[config.mk]
export PLATFORM = sky130hd
export DESIGN_NAME = cfs_fuse_top
export DESIGN_NICKNAME = d
export VERILOG_FILES = /design/src/pkg/cfs_pkg.sv /design/src/pkg/cfs_sec_if.sv /design/src/design/cfs_fuse_top.sv /design/src/design/cfs_sec_gate.sv
export SDC_FILE = /design/constraint.sdc
export NUM_CORES = 1
export LEC_CHECK = 0
export BUFFER_PORTS_ARGS = -buffer_cell sky130_fd_sc_hd__buf_4
export CORE_ASPECT_RATIO = 1.1
export CORE_UTILIZATION = 41
export CTS_CLUSTER_DIAMETER = 80
export DETAILED_ROUTE_END_ITERATION = 8
export HOLD_SLACK_MARGIN = 0.15
export SLEW_MARGIN = 20
export SYNTH_ARGS = -nofsm -noshare
export SYNTH_HDL_FRONTEND = slang
export SYNTH_SLANG_ARGS = --single-unit
[constraint.sdc]
create_clock -name i_core_clk -period 4.64 [get_ports i_core_clk]
set_input_delay 0.928 -clock i_core_clk [delete_from_list [all_inputs] [get_ports i_core_clk]]
set_output_delay 0.928 -clock i_core_clk [all_outputs]
set_load 0.1 [all_outputs]
[src/pkg/cfs_pkg.sv]
// package: constants for the configuration fuse and security block
package cfs_pkg;
  localparam logic [15:0] CFS_ADDR_CFG1 = 16'hfd00;
  localparam logic [15:0] CFS_ADDR_CFG2 = 16'hfd01;
  localparam int CFS_BIT_WDOG = 7;
  localparam int CFS_BIT_RSTPIN = 6;
  localparam int CFS_BIT_PORTHI = 5;
  localparam int CFS_BIT_BROWN = 4;
  localparam int CFS_BIT_CLKDIV = 3;
  localparam int CFS_OSC_HI = 2;
  localparam logic [7:0] CFS_CFG_UNPROG = 8'hff;
  localparam logic [1:0] CFS_SEC_UNPROG = 2'h3;
  // capture waits out both synchroniser stages after reset release
  localparam logic [1:0] CFS_CAP_WAIT = 2'h2;
  localparam logic [2:0] CFS_OSC_EXT = 3'h7;
  localparam logic [2:0] CFS_OSC_RC = 3'h3;
  localparam logic [2:0] CFS_OSC_LOW = 3'h2;
  localparam logic [2:0] CFS_OSC_MED = 3'h1;
  localparam logic [2:0] CFS_OSC_HIGH = 3'h0;
  typedef enum logic [2:0]
  {
    CFS_CK_HIGH = 3'h0,
    CFS_CK_MED = 3'h1,
    CFS_CK_LOW = 3'h2,
    CFS_CK_RC = 3'h3,
    CFS_CK_EXT = 3'h4,
    CFS_CK_RSVD = 3'h5
  } cfs_osc_t;
  // protection decode, index is {protect_bit_two, protect_bit_one}
  function automatic logic [1:0] cfs_sec_allow(input logic [1:0] sec);
    // returns {program_allowed, verify_allowed}
    case (sec)
      2'h3: cfs_sec_allow = 2'h3;
      2'h2: cfs_sec_allow = 2'h1;
      default: cfs_sec_allow = 2'h0;
    endcase
  endfunction
endpackage

[src/pkg/cfs_sec_if.sv]
// interface: protection state between the fuse latch and the access gate
`timescale 1ns/100ps
interface cfs_sec_if;
  logic [1:0] sec;
  logic prog_ok;
  logic verify_ok;
  logic prot_two_ok;
  modport src (output sec, input prog_ok, input verify_ok, input prot_two_ok);
  modport gate (input sec, output prog_ok, output verify_ok, output prot_two_ok);
endinterface

[src/design/cfs_fuse_top.sv]
// module: power-up capture of configuration bytes and protection bits
`timescale 1ns/100ps
// Overview of operation
// - configuration fixed at power up; software cannot change it later
// - two nonvolatile configuration bytes, programmed like code memory
// - first configuration byte readable by data move at fd00
// - undefined oscillator select codes are reported as reserved
// - both protection bits unprogrammed: programming and verify allowed
// - only first bit programmed: programming refused, second bit still allowed
// - both protection bits programmed: verify and programming blocked
// - watchdog fuse cleared lets the timer run as interval timer
module cfs_fuse_top
  import cfs_pkg::*;
(
  input wire logic i_core_clk,
  input wire logic i_rst,
  input wire logic [7:0] i_cfg1_fuse,
  input wire logic [7:0] i_cfg2_fuse,
  input wire logic [1:0] i_sec_fuse,
  input wire logic i_rd,
  input wire logic [15:0] i_addr,
  input wire logic i_prog_req,
  input wire logic i_verify_req,
  input wire logic i_protect_bit_two_req,
  output logic [7:0] o_rdata,
  output logic o_rvalid,
  output logic o_prog_grant,
  output logic o_verify_grant,
  output logic o_protect_bit_two_grant,
  output logic o_wdog_enable,
  output logic o_interval_mode,
  output logic o_rstpin_disable,
  output logic o_port_reset_high,
  output logic o_brownout_enable,
  output logic o_clk_div6,
  output logic [2:0] o_osc_mode,
  output logic o_osc_reserved,
  output logic o_cfg_valid
);
  ////////////////////////////////////////////////////////////////////////////
  // fuse inputs settle from the array, so synchronise before use
  logic [7:0] cfg1_s1_r, cfg1_s2_r, cfg2_s1_r, cfg2_s2_r;
  logic [1:0] sec_s1_r, sec_s2_r;
  always_ff @(posedge i_core_clk or posedge i_rst)
    if (i_rst)
    begin
      cfg1_s1_r <= CFS_CFG_UNPROG;
      cfg1_s2_r <= CFS_CFG_UNPROG;
      cfg2_s1_r <= CFS_CFG_UNPROG;
      cfg2_s2_r <= CFS_CFG_UNPROG;
      sec_s1_r <= CFS_SEC_UNPROG;
      sec_s2_r <= CFS_SEC_UNPROG;
    end
    else
    begin
      cfg1_s1_r <= i_cfg1_fuse;
      cfg1_s2_r <= cfg1_s1_r;
      cfg2_s1_r <= i_cfg2_fuse;
      cfg2_s2_r <= cfg2_s1_r;
      sec_s1_r <= i_sec_fuse;
      sec_s2_r <= sec_s1_r;
    end

  ////////////////////////////////////////////////////////////////////////////
  // capture once after reset release: 2 sync stages then latch
  logic [1:0] wait_r;
  logic cap_done_r;
  logic [7:0] cfg1_r, cfg2_r;
  logic [1:0] sec_r;
  always_ff @(posedge i_core_clk or posedge i_rst)
    if (i_rst)
      wait_r <= 2'h0;
    else if (wait_r != CFS_CAP_WAIT)
      wait_r <= wait_r + 2'h1;

  always_ff @(posedge i_core_clk or posedge i_rst)
    if (i_rst)
    begin
      cap_done_r <= 1'b0;
      cfg1_r <= CFS_CFG_UNPROG;
      cfg2_r <= CFS_CFG_UNPROG;
      sec_r <= CFS_SEC_UNPROG;
    end
    else if (!cap_done_r && wait_r == CFS_CAP_WAIT)
    begin
      // no write path exists; only reset reopens the capture
      cap_done_r <= 1'b1;
      cfg1_r <= cfg1_s2_r;
      cfg2_r <= cfg2_s2_r;
      sec_r <= sec_s2_r;
    end

  ////////////////////////////////////////////////////////////////////////////
  // protection decode in the gate module
  cfs_sec_if sec_bus ();
  assign sec_bus.sec = sec_r;
  cfs_sec_gate u_gate (.sec_bus(sec_bus));

  // grants held low until capture, so nothing slips through at power up
  always_ff @(posedge i_core_clk or posedge i_rst)
    if (i_rst)
    begin
      o_prog_grant <= 1'b0;
      o_verify_grant <= 1'b0;
      o_protect_bit_two_grant <= 1'b0;
    end
    else
    begin
      o_prog_grant <= cap_done_r && i_prog_req && sec_bus.prog_ok;
      o_verify_grant <= cap_done_r && i_verify_req && sec_bus.verify_ok;
      // only allowed once first bit set; guards against the combination
      o_protect_bit_two_grant <= cap_done_r && i_protect_bit_two_req
        && sec_bus.prot_two_ok && !sec_r[0];
    end

  ////////////////////////////////////////////////////////////////////////////
  // data-move read port, one-cycle answer
  always_ff @(posedge i_core_clk or posedge i_rst)
    if (i_rst)
    begin
      o_rdata <= 8'h00;
      o_rvalid <= 1'b0;
    end
    else
    begin
      o_rvalid <= i_rd;
      if (i_rd && i_addr == CFS_ADDR_CFG1)
        o_rdata <= cfg1_r;
      else if (i_rd && i_addr == CFS_ADDR_CFG2)
        o_rdata <= cfg2_r;
      else if (i_rd)
        o_rdata <= 8'h00;
    end

  ////////////////////////////////////////////////////////////////////////////
  // decoded settings
  cfs_osc_t osc_nxt;
  always_comb
  begin
    unique case (cfg1_r[CFS_OSC_HI:0])
      CFS_OSC_EXT: osc_nxt = CFS_CK_EXT;
      CFS_OSC_RC: osc_nxt = CFS_CK_RC;
      CFS_OSC_LOW: osc_nxt = CFS_CK_LOW;
      CFS_OSC_MED: osc_nxt = CFS_CK_MED;
      CFS_OSC_HIGH: osc_nxt = CFS_CK_HIGH;
      default: osc_nxt = CFS_CK_RSVD;
    endcase
  end

  always_ff @(posedge i_core_clk or posedge i_rst)
    if (i_rst)
    begin
      o_wdog_enable <= 1'b0;
      o_interval_mode <= 1'b0;
      o_rstpin_disable <= 1'b0;
      o_port_reset_high <= 1'b1;
      o_brownout_enable <= 1'b0;
      o_clk_div6 <= 1'b0;
      o_osc_mode <= CFS_CK_EXT;
      o_osc_reserved <= 1'b0;
      o_cfg_valid <= 1'b0;
    end
    else
    begin
      o_wdog_enable <= cap_done_r && cfg1_r[CFS_BIT_WDOG];
      o_interval_mode <= cap_done_r && !cfg1_r[CFS_BIT_WDOG];
      o_rstpin_disable <= cap_done_r && !cfg1_r[CFS_BIT_RSTPIN];
      o_port_reset_high <= cfg1_r[CFS_BIT_PORTHI];
      o_brownout_enable <= cap_done_r && cfg1_r[CFS_BIT_BROWN];
      o_clk_div6 <= cap_done_r && !cfg1_r[CFS_BIT_CLKDIV];
      o_osc_mode <= osc_nxt;
      o_osc_reserved <= (osc_nxt == CFS_CK_RSVD);
      o_cfg_valid <= cap_done_r;
    end
endmodule

[src/design/cfs_sec_gate.sv]
// module: decodes the two protection bits into access permissions
`timescale 1ns/100ps
module cfs_sec_gate
  import cfs_pkg::*;
(
  cfs_sec_if.gate sec_bus
);
  logic [1:0] allow;
  assign allow = cfs_sec_allow(sec_bus.sec);
  assign sec_bus.prog_ok = allow[1];
  assign sec_bus.verify_ok = allow[0];
  // second protection bit stays programmable until that bit itself is set
  assign sec_bus.prot_two_ok = sec_bus.sec[1];
endmodule

---- Word level (Yosys, flattened, before mapping) ----
Index checks and enable logic that the tools add are counted.
cells by class
  reduce and logical (&&, ||, !) cells .... 22
  add/subtract/negate cells ............... 1
  mux-type cells .......................... 5
  eq/ne operators ......................... 11
operator list
  operator                                                               count
  16-bit equality test, second input constant                            2
  8-bit 2-to-1 mux                                                       3
  1-bit logical AND                                                      15
  3-bit one-hot mux with 5 select lines                                  1
  2-bit equality test, second input constant                             3
  3-bit by 2-bit equality test with 1-bit output, second input constant  2
  3-bit equality test, second input constant                             2
  1-bit zero test                                                        5
  2-bit one-hot mux with 2 select lines                                  1
  3-bit by 1-bit equality test with 1-bit output, second input constant  1
  3-bit zero test                                                        1
  3-bit nonzero test                                                     1
  2-bit by 1-bit adder with 2-bit output, second input constant          1
  2-bit != test, second input constant                                   1
word-level totals
  flip-flop bits (word level) ............. 80

---- Depth between registers and ports, before layout ----
  word-level depth ........................ 4
  gate-level depth with buffers ........... 6

---- Hierarchy ----
Synthesis repeated with hierarchy kept, for this count alone.
second synthesis, totals
  cell total of the unflattened synthesis .. 156
  area total of the unflattened synthesis .. 2700.1 um2
modules (own cells, without submodules)
  module        cells each  times used  area an instance (um2)
  cfs_fuse_top  153         1           2682.6
  cfs_sec_gate  3           1           17.5

---- Worst setup path before layout ----
Ideal clock, no wire load.
  path type ............................... in2reg
  start point ............................. input port i_addr[1]
  end point ............................... register o_rdata[1]
  cell stages on the path ................. 4
  data arrival time ....................... 2.153 ns
  library setup time ...................... 0.081 ns
  buffers on the path ..................... 1
  slack ................................... 2.406 ns
  path through ............................ or4_1 -> or4_1 -> buf_6 -> o22ai_2
between the ends
  cells in the longest elaborated chain, start to end .. 4
  elaborated cells on any way between the ends .. 7
RTL lines
  element               line                 RTL
  start, declared       cfs_fuse_top.sv:21   input wire logic [15:0] i_addr,
  16-bit equality test  cfs_fuse_top.sv:129  else if (i_rd && i_addr == CFS_ADDR_CFG2)
  1-bit logical AND     cfs_fuse_top.sv:129
  8-bit 2-to-1 mux      cfs_fuse_top.sv:129
  8-bit 2-to-1 mux      cfs_fuse_top.sv:127  if (i_rd && i_addr == CFS_ADDR_CFG1)
  end signal, assigned  cfs_fuse_top.sv:128  o_rdata <= cfg1_r;
  end signal, assigned  cfs_fuse_top.sv:130  o_rdata <= cfg2_r;
  end, declared         cfs_fuse_top.sv:25   output logic [7:0] o_rdata,
Several ways; a longest one is shown, not always the timed one.
A chain may end at the register's enable or synchronous reset.

---- Worst setup path after layout ----
  start point ............................. input port i_addr[1]
  end point ............................... register o_rdata[4]
The elaborated chain is that of the path after synthesis.

==> run_results.csv <==
group,metric,value,unit
clock_network,cts_made_buffers,9,
drt,drt_iter0_drc,38,
pwr,p_clk_frac,0.347,
timing,slew_headroom,0.619,
pwr,peakVddDrop,0.000187,V
synthesis,synth-seq-area-share,0.770,
critical_path,r2r_slack,2.88,ns
timing,period_share,0.478,
synthesis,synth_fa_ha_area_frac,0.00465,
synthesis,synth_flop_cell,"dfstp_2",
cells_and_area,final-seq-area,0.00207,sq mm
clock_network,postCtsSetupBuffers,0,
global_routing,grt_pass1_wl,7.10,mm
drt,drt_first_pass_iters,3,
cells_and_area,fin_area,0.00343,sq mm
cells_and_area,multi_input_area,544,sq um
drt,drc,0,
timing,rsz0062_at_grt,"false",
timing,fmax,451,MHz
floorplanning,fp.dieH,87.0,um
placed_design,dp_hpwl,2.98,mm
timing,setup_viol,0,
clock_network,cts.htree.levels,3,
clock_network,clkTransAtPathRegs,0.07,ns
synthesis,synth.mux.area_fraction,0.109,
placed_design,routabilityCongestion,0.765,
cells_and_area,syn2layout_area_growth,27.5,%
pwr,leakage,0.00151,uW
global_routing,grt_start_max_net_pins,50,
clock_network,hold_buffers,0,
drt,wire_per_inst,14.0,um
synthesis,yosys_warnings,0,
floorplanning,start_util,0.429,
timing,finalHoldViolCount,0,
clock_network,cts_resized,0,
cells_and_area,nets,263,
floorplanning,core_area,0.00627,sq mm
critical_path,critPathKind,"in2reg",
hold_path,hold_path_class,"reg2reg",
placed_design,io_buffers,62,
drt,postRouteAntennaNets,0,
clock_network,cts-root-buf,"clkbuf_8",
timing,worstMarginPinSlew,0.571,ns
pwr,switchingPower,317,uW
floorplanning,die_area,0.00689,sq mm
pwr,swShare,0.236,
run_status,status,"completed",
clock_network,cts.sinks,80,
synthesis,synth-compound-area-share,0.0428,
pwr,power_density,392,mW/mm^2
critical_path,crit_path_start_kind,"input port",
cells_and_area,drive_gt1_frac,0.696,
synthesis,synth_cell_types,24,
placed_design,dpl_worst_slack,2.09,ns
clock_network,cts_tree,"yes",
synthesis,synthCells,153,
critical_path,cp.arrival,2.46,ns
drt,vias_per_cell,4.55,
timing,tns,0,ns
timing,finalWorstSetupSlack,2.42,ns
critical_path,required,4.88,ns
cells_and_area,nFillCells,524,
timing,fin_skew,0.00697,ns
global_routing,grt_overflow_total,0,
synthesis,synth-simple-area-share,0.0428,
cells_and_area,antennaDiodeCount,0,
floorplanning,top_level_ports,63,
global_routing,track_usage,0.140,
synthesis,synth_area,0.00269,sq mm
floorplanning,die_w,79.2,um
pwr,power_frac_comb,0.088,
pwr,p_total,1340,uW
synthesis,syn-num-nets,194,
drt,via_count,1398,
synthesis,syn_area_per_cell,17.6,sq um
synthesis,ys_ff_latch,80,
timing,slew_viol_final,0,
pwr,p_int,1030,uW
timing,hold_ws,0.357,ns
synthesis,synthArstFlopShare,1.00,
synthesis,synth_xor_xnor_area_share,0.00326,
drt,routed_wl,4.29,mm
run,max_cap_violations,0,
clock_network,clk-insertion-delay-late,0.33,ns
critical_path,worstSetupEndpointType,"register",
synthesis,synth_top_family_by_area,"multiplexers",
global_routing,first_global_vias,1581,
timing,period_minus_slack,2.22,ns
placed_design,placed_cell_area,0.00324,sq mm
synthesis,synth_edf_count,0,
critical_path,worstPathMaxFanout,8,
floorplanning,num_rows,30,
pwr,p_seq_frac,0.565,
clock_network,clockBufferDepth,2,
global_routing,grt_antenna_before_repair,0,
## registers in the layout (all words and copies together), names as in the netlist, 2 cells and up
signal       flops
o_osc_mode       3
sec_bus.sec      2
sec_s2_r         2
wait_r           2
cfg2_r           8
o_rdata          8
cfg1_r           8
cfg1_s2_r        8
sec_s1_r         2
cfg2_s2_r        8
cfg1_s1_r        8
cfg2_s1_r        8
## Yosys cell counts (2+ instances only)
| cell | number | area, sq um |
|---|---|---|
| mux2i_1 | 9 | 90.1 |
| mux2_1 | 6 | 67.6 |
| or4_1 | 3 | 22.5 |
| nor2b_1 | 5 | 31.3 |
| inv_1 | 11 | 41.3 |
| and2_1 | 2 | 12.5 |
| clkbuf_1 | 2 | 7.51 |
| o22ai_2 | 8 | 100 |
| dfrtp_1 | 24 | 601 |
| buf_2 | 2 | 10.0 |
| mux2_2 | 12 | 135 |
| nand4_1 | 2 | 12.5 |
| dfstp_2 | 56 | 1470 |
## kinds of logic (layout without fill, tap and decap cells)
| group | count (synthesis) | in the layout |
|---|---|---|
| flops | 80 | 80 |
| compound gates | 10 | 10 |
| xor+xnor | 1 | 1 |
| simple gates | 17 | 17 |
| fa+ha+maj | 1 | 1 |
| mux | 27 | 27 |
| buf+inv | 17 | 91 |
## per-layer routing
layer  vias up  global-route usage  routed length, um
li1        651                   -                  -
met1       693               0.163               1800
met2        48               0.234               2180
met3         6              0.0387                247
met4         0              0.0793                 60
met5         -                   0                  0
## cell type report
cell class | count | area share
sequential | 80 | 0.604
clock buffer | 11 | 0.0474
inverter | 11 | 0.0124
clock inverter | 5 | 0.00839
multi-input combinational | 56 | 0.159
tap | 80 | 0.0292
timing repair buffer | 64 | 0.140
## power groups by stage
stage	registers (uW)	clock network [uW]	logic, uW
after global routing	763	513	127
after floorplan	814	0	29.7
after detailed placement	771	0	121
final	759	466	119
after CTS	760	485	121
after global placement	770	0	118
## cell usage in the layout, fill, tap and decap left out, drive strengths merged
| cell type | n |
|---|---|
| buf | 64 |
| dfstp | 56 |
| dfrtp | 24 |
| mux2 | 18 |
| clkbuf | 11 |
| inv | 10 |
| mux2i | 9 |
| o22ai | 8 |
| clkinv | 6 |
| nor2b | 5 |
| or4 | 3 |
| nand4 | 2 |
| and2 | 2 |
| nand3 | 1 |
| o21a | 1 |
| and4 | 1 |
| and3 | 1 |
| and4b | 1 |
| a21boi | 1 |
| xnor2 | 1 |
| or2 | 1 |
| ha | 1 |
## stage by stage
| step | util | cells |
|---|---|---|
| 6_report | 0.547 | 307 |
| 5_1_grt | 0.547 | 307 |
| 4_1_cts | 0.547 | 307 |
| 3_5_place_dp | 0.517 | 291 |
| 3_3_place_gp | 0.517 | 291 |
| 2_1_floorplan | - | 153 |
## path summary, 6_finish.rpt
kind	depth (start not counted)	from	end
setup reg to reg	5	wait_r[0]$_DFFE_PP0P_	cfg2_r[2]$_DFFE_PP1P_
hold / removal	0	cfg2_s1_r[6]$_DFF_PP1_	cfg2_s2_r[6]$_DFF_PP1_
max in group asynchronous	3	i_rst	cfg1_s2_r[7]$_DFF_PP1_
min in group asynchronous	2	i_rst	o_osc_mode[0]$_DFF_PP0_
hold reg to reg	0	cfg2_s1_r[6]$_DFF_PP1_	cfg2_s2_r[6]$_DFF_PP1_
setup / recovery	4	i_addr[1]	o_rdata[4]$_DFFE_PP0P_
## critical path, cell delays in order
cell and delay, ns:
buf_4 0.10, or4_1 0.50, or4_1 0.72, o22ai_2 0.20
Power figures use the tool's default switching activity.
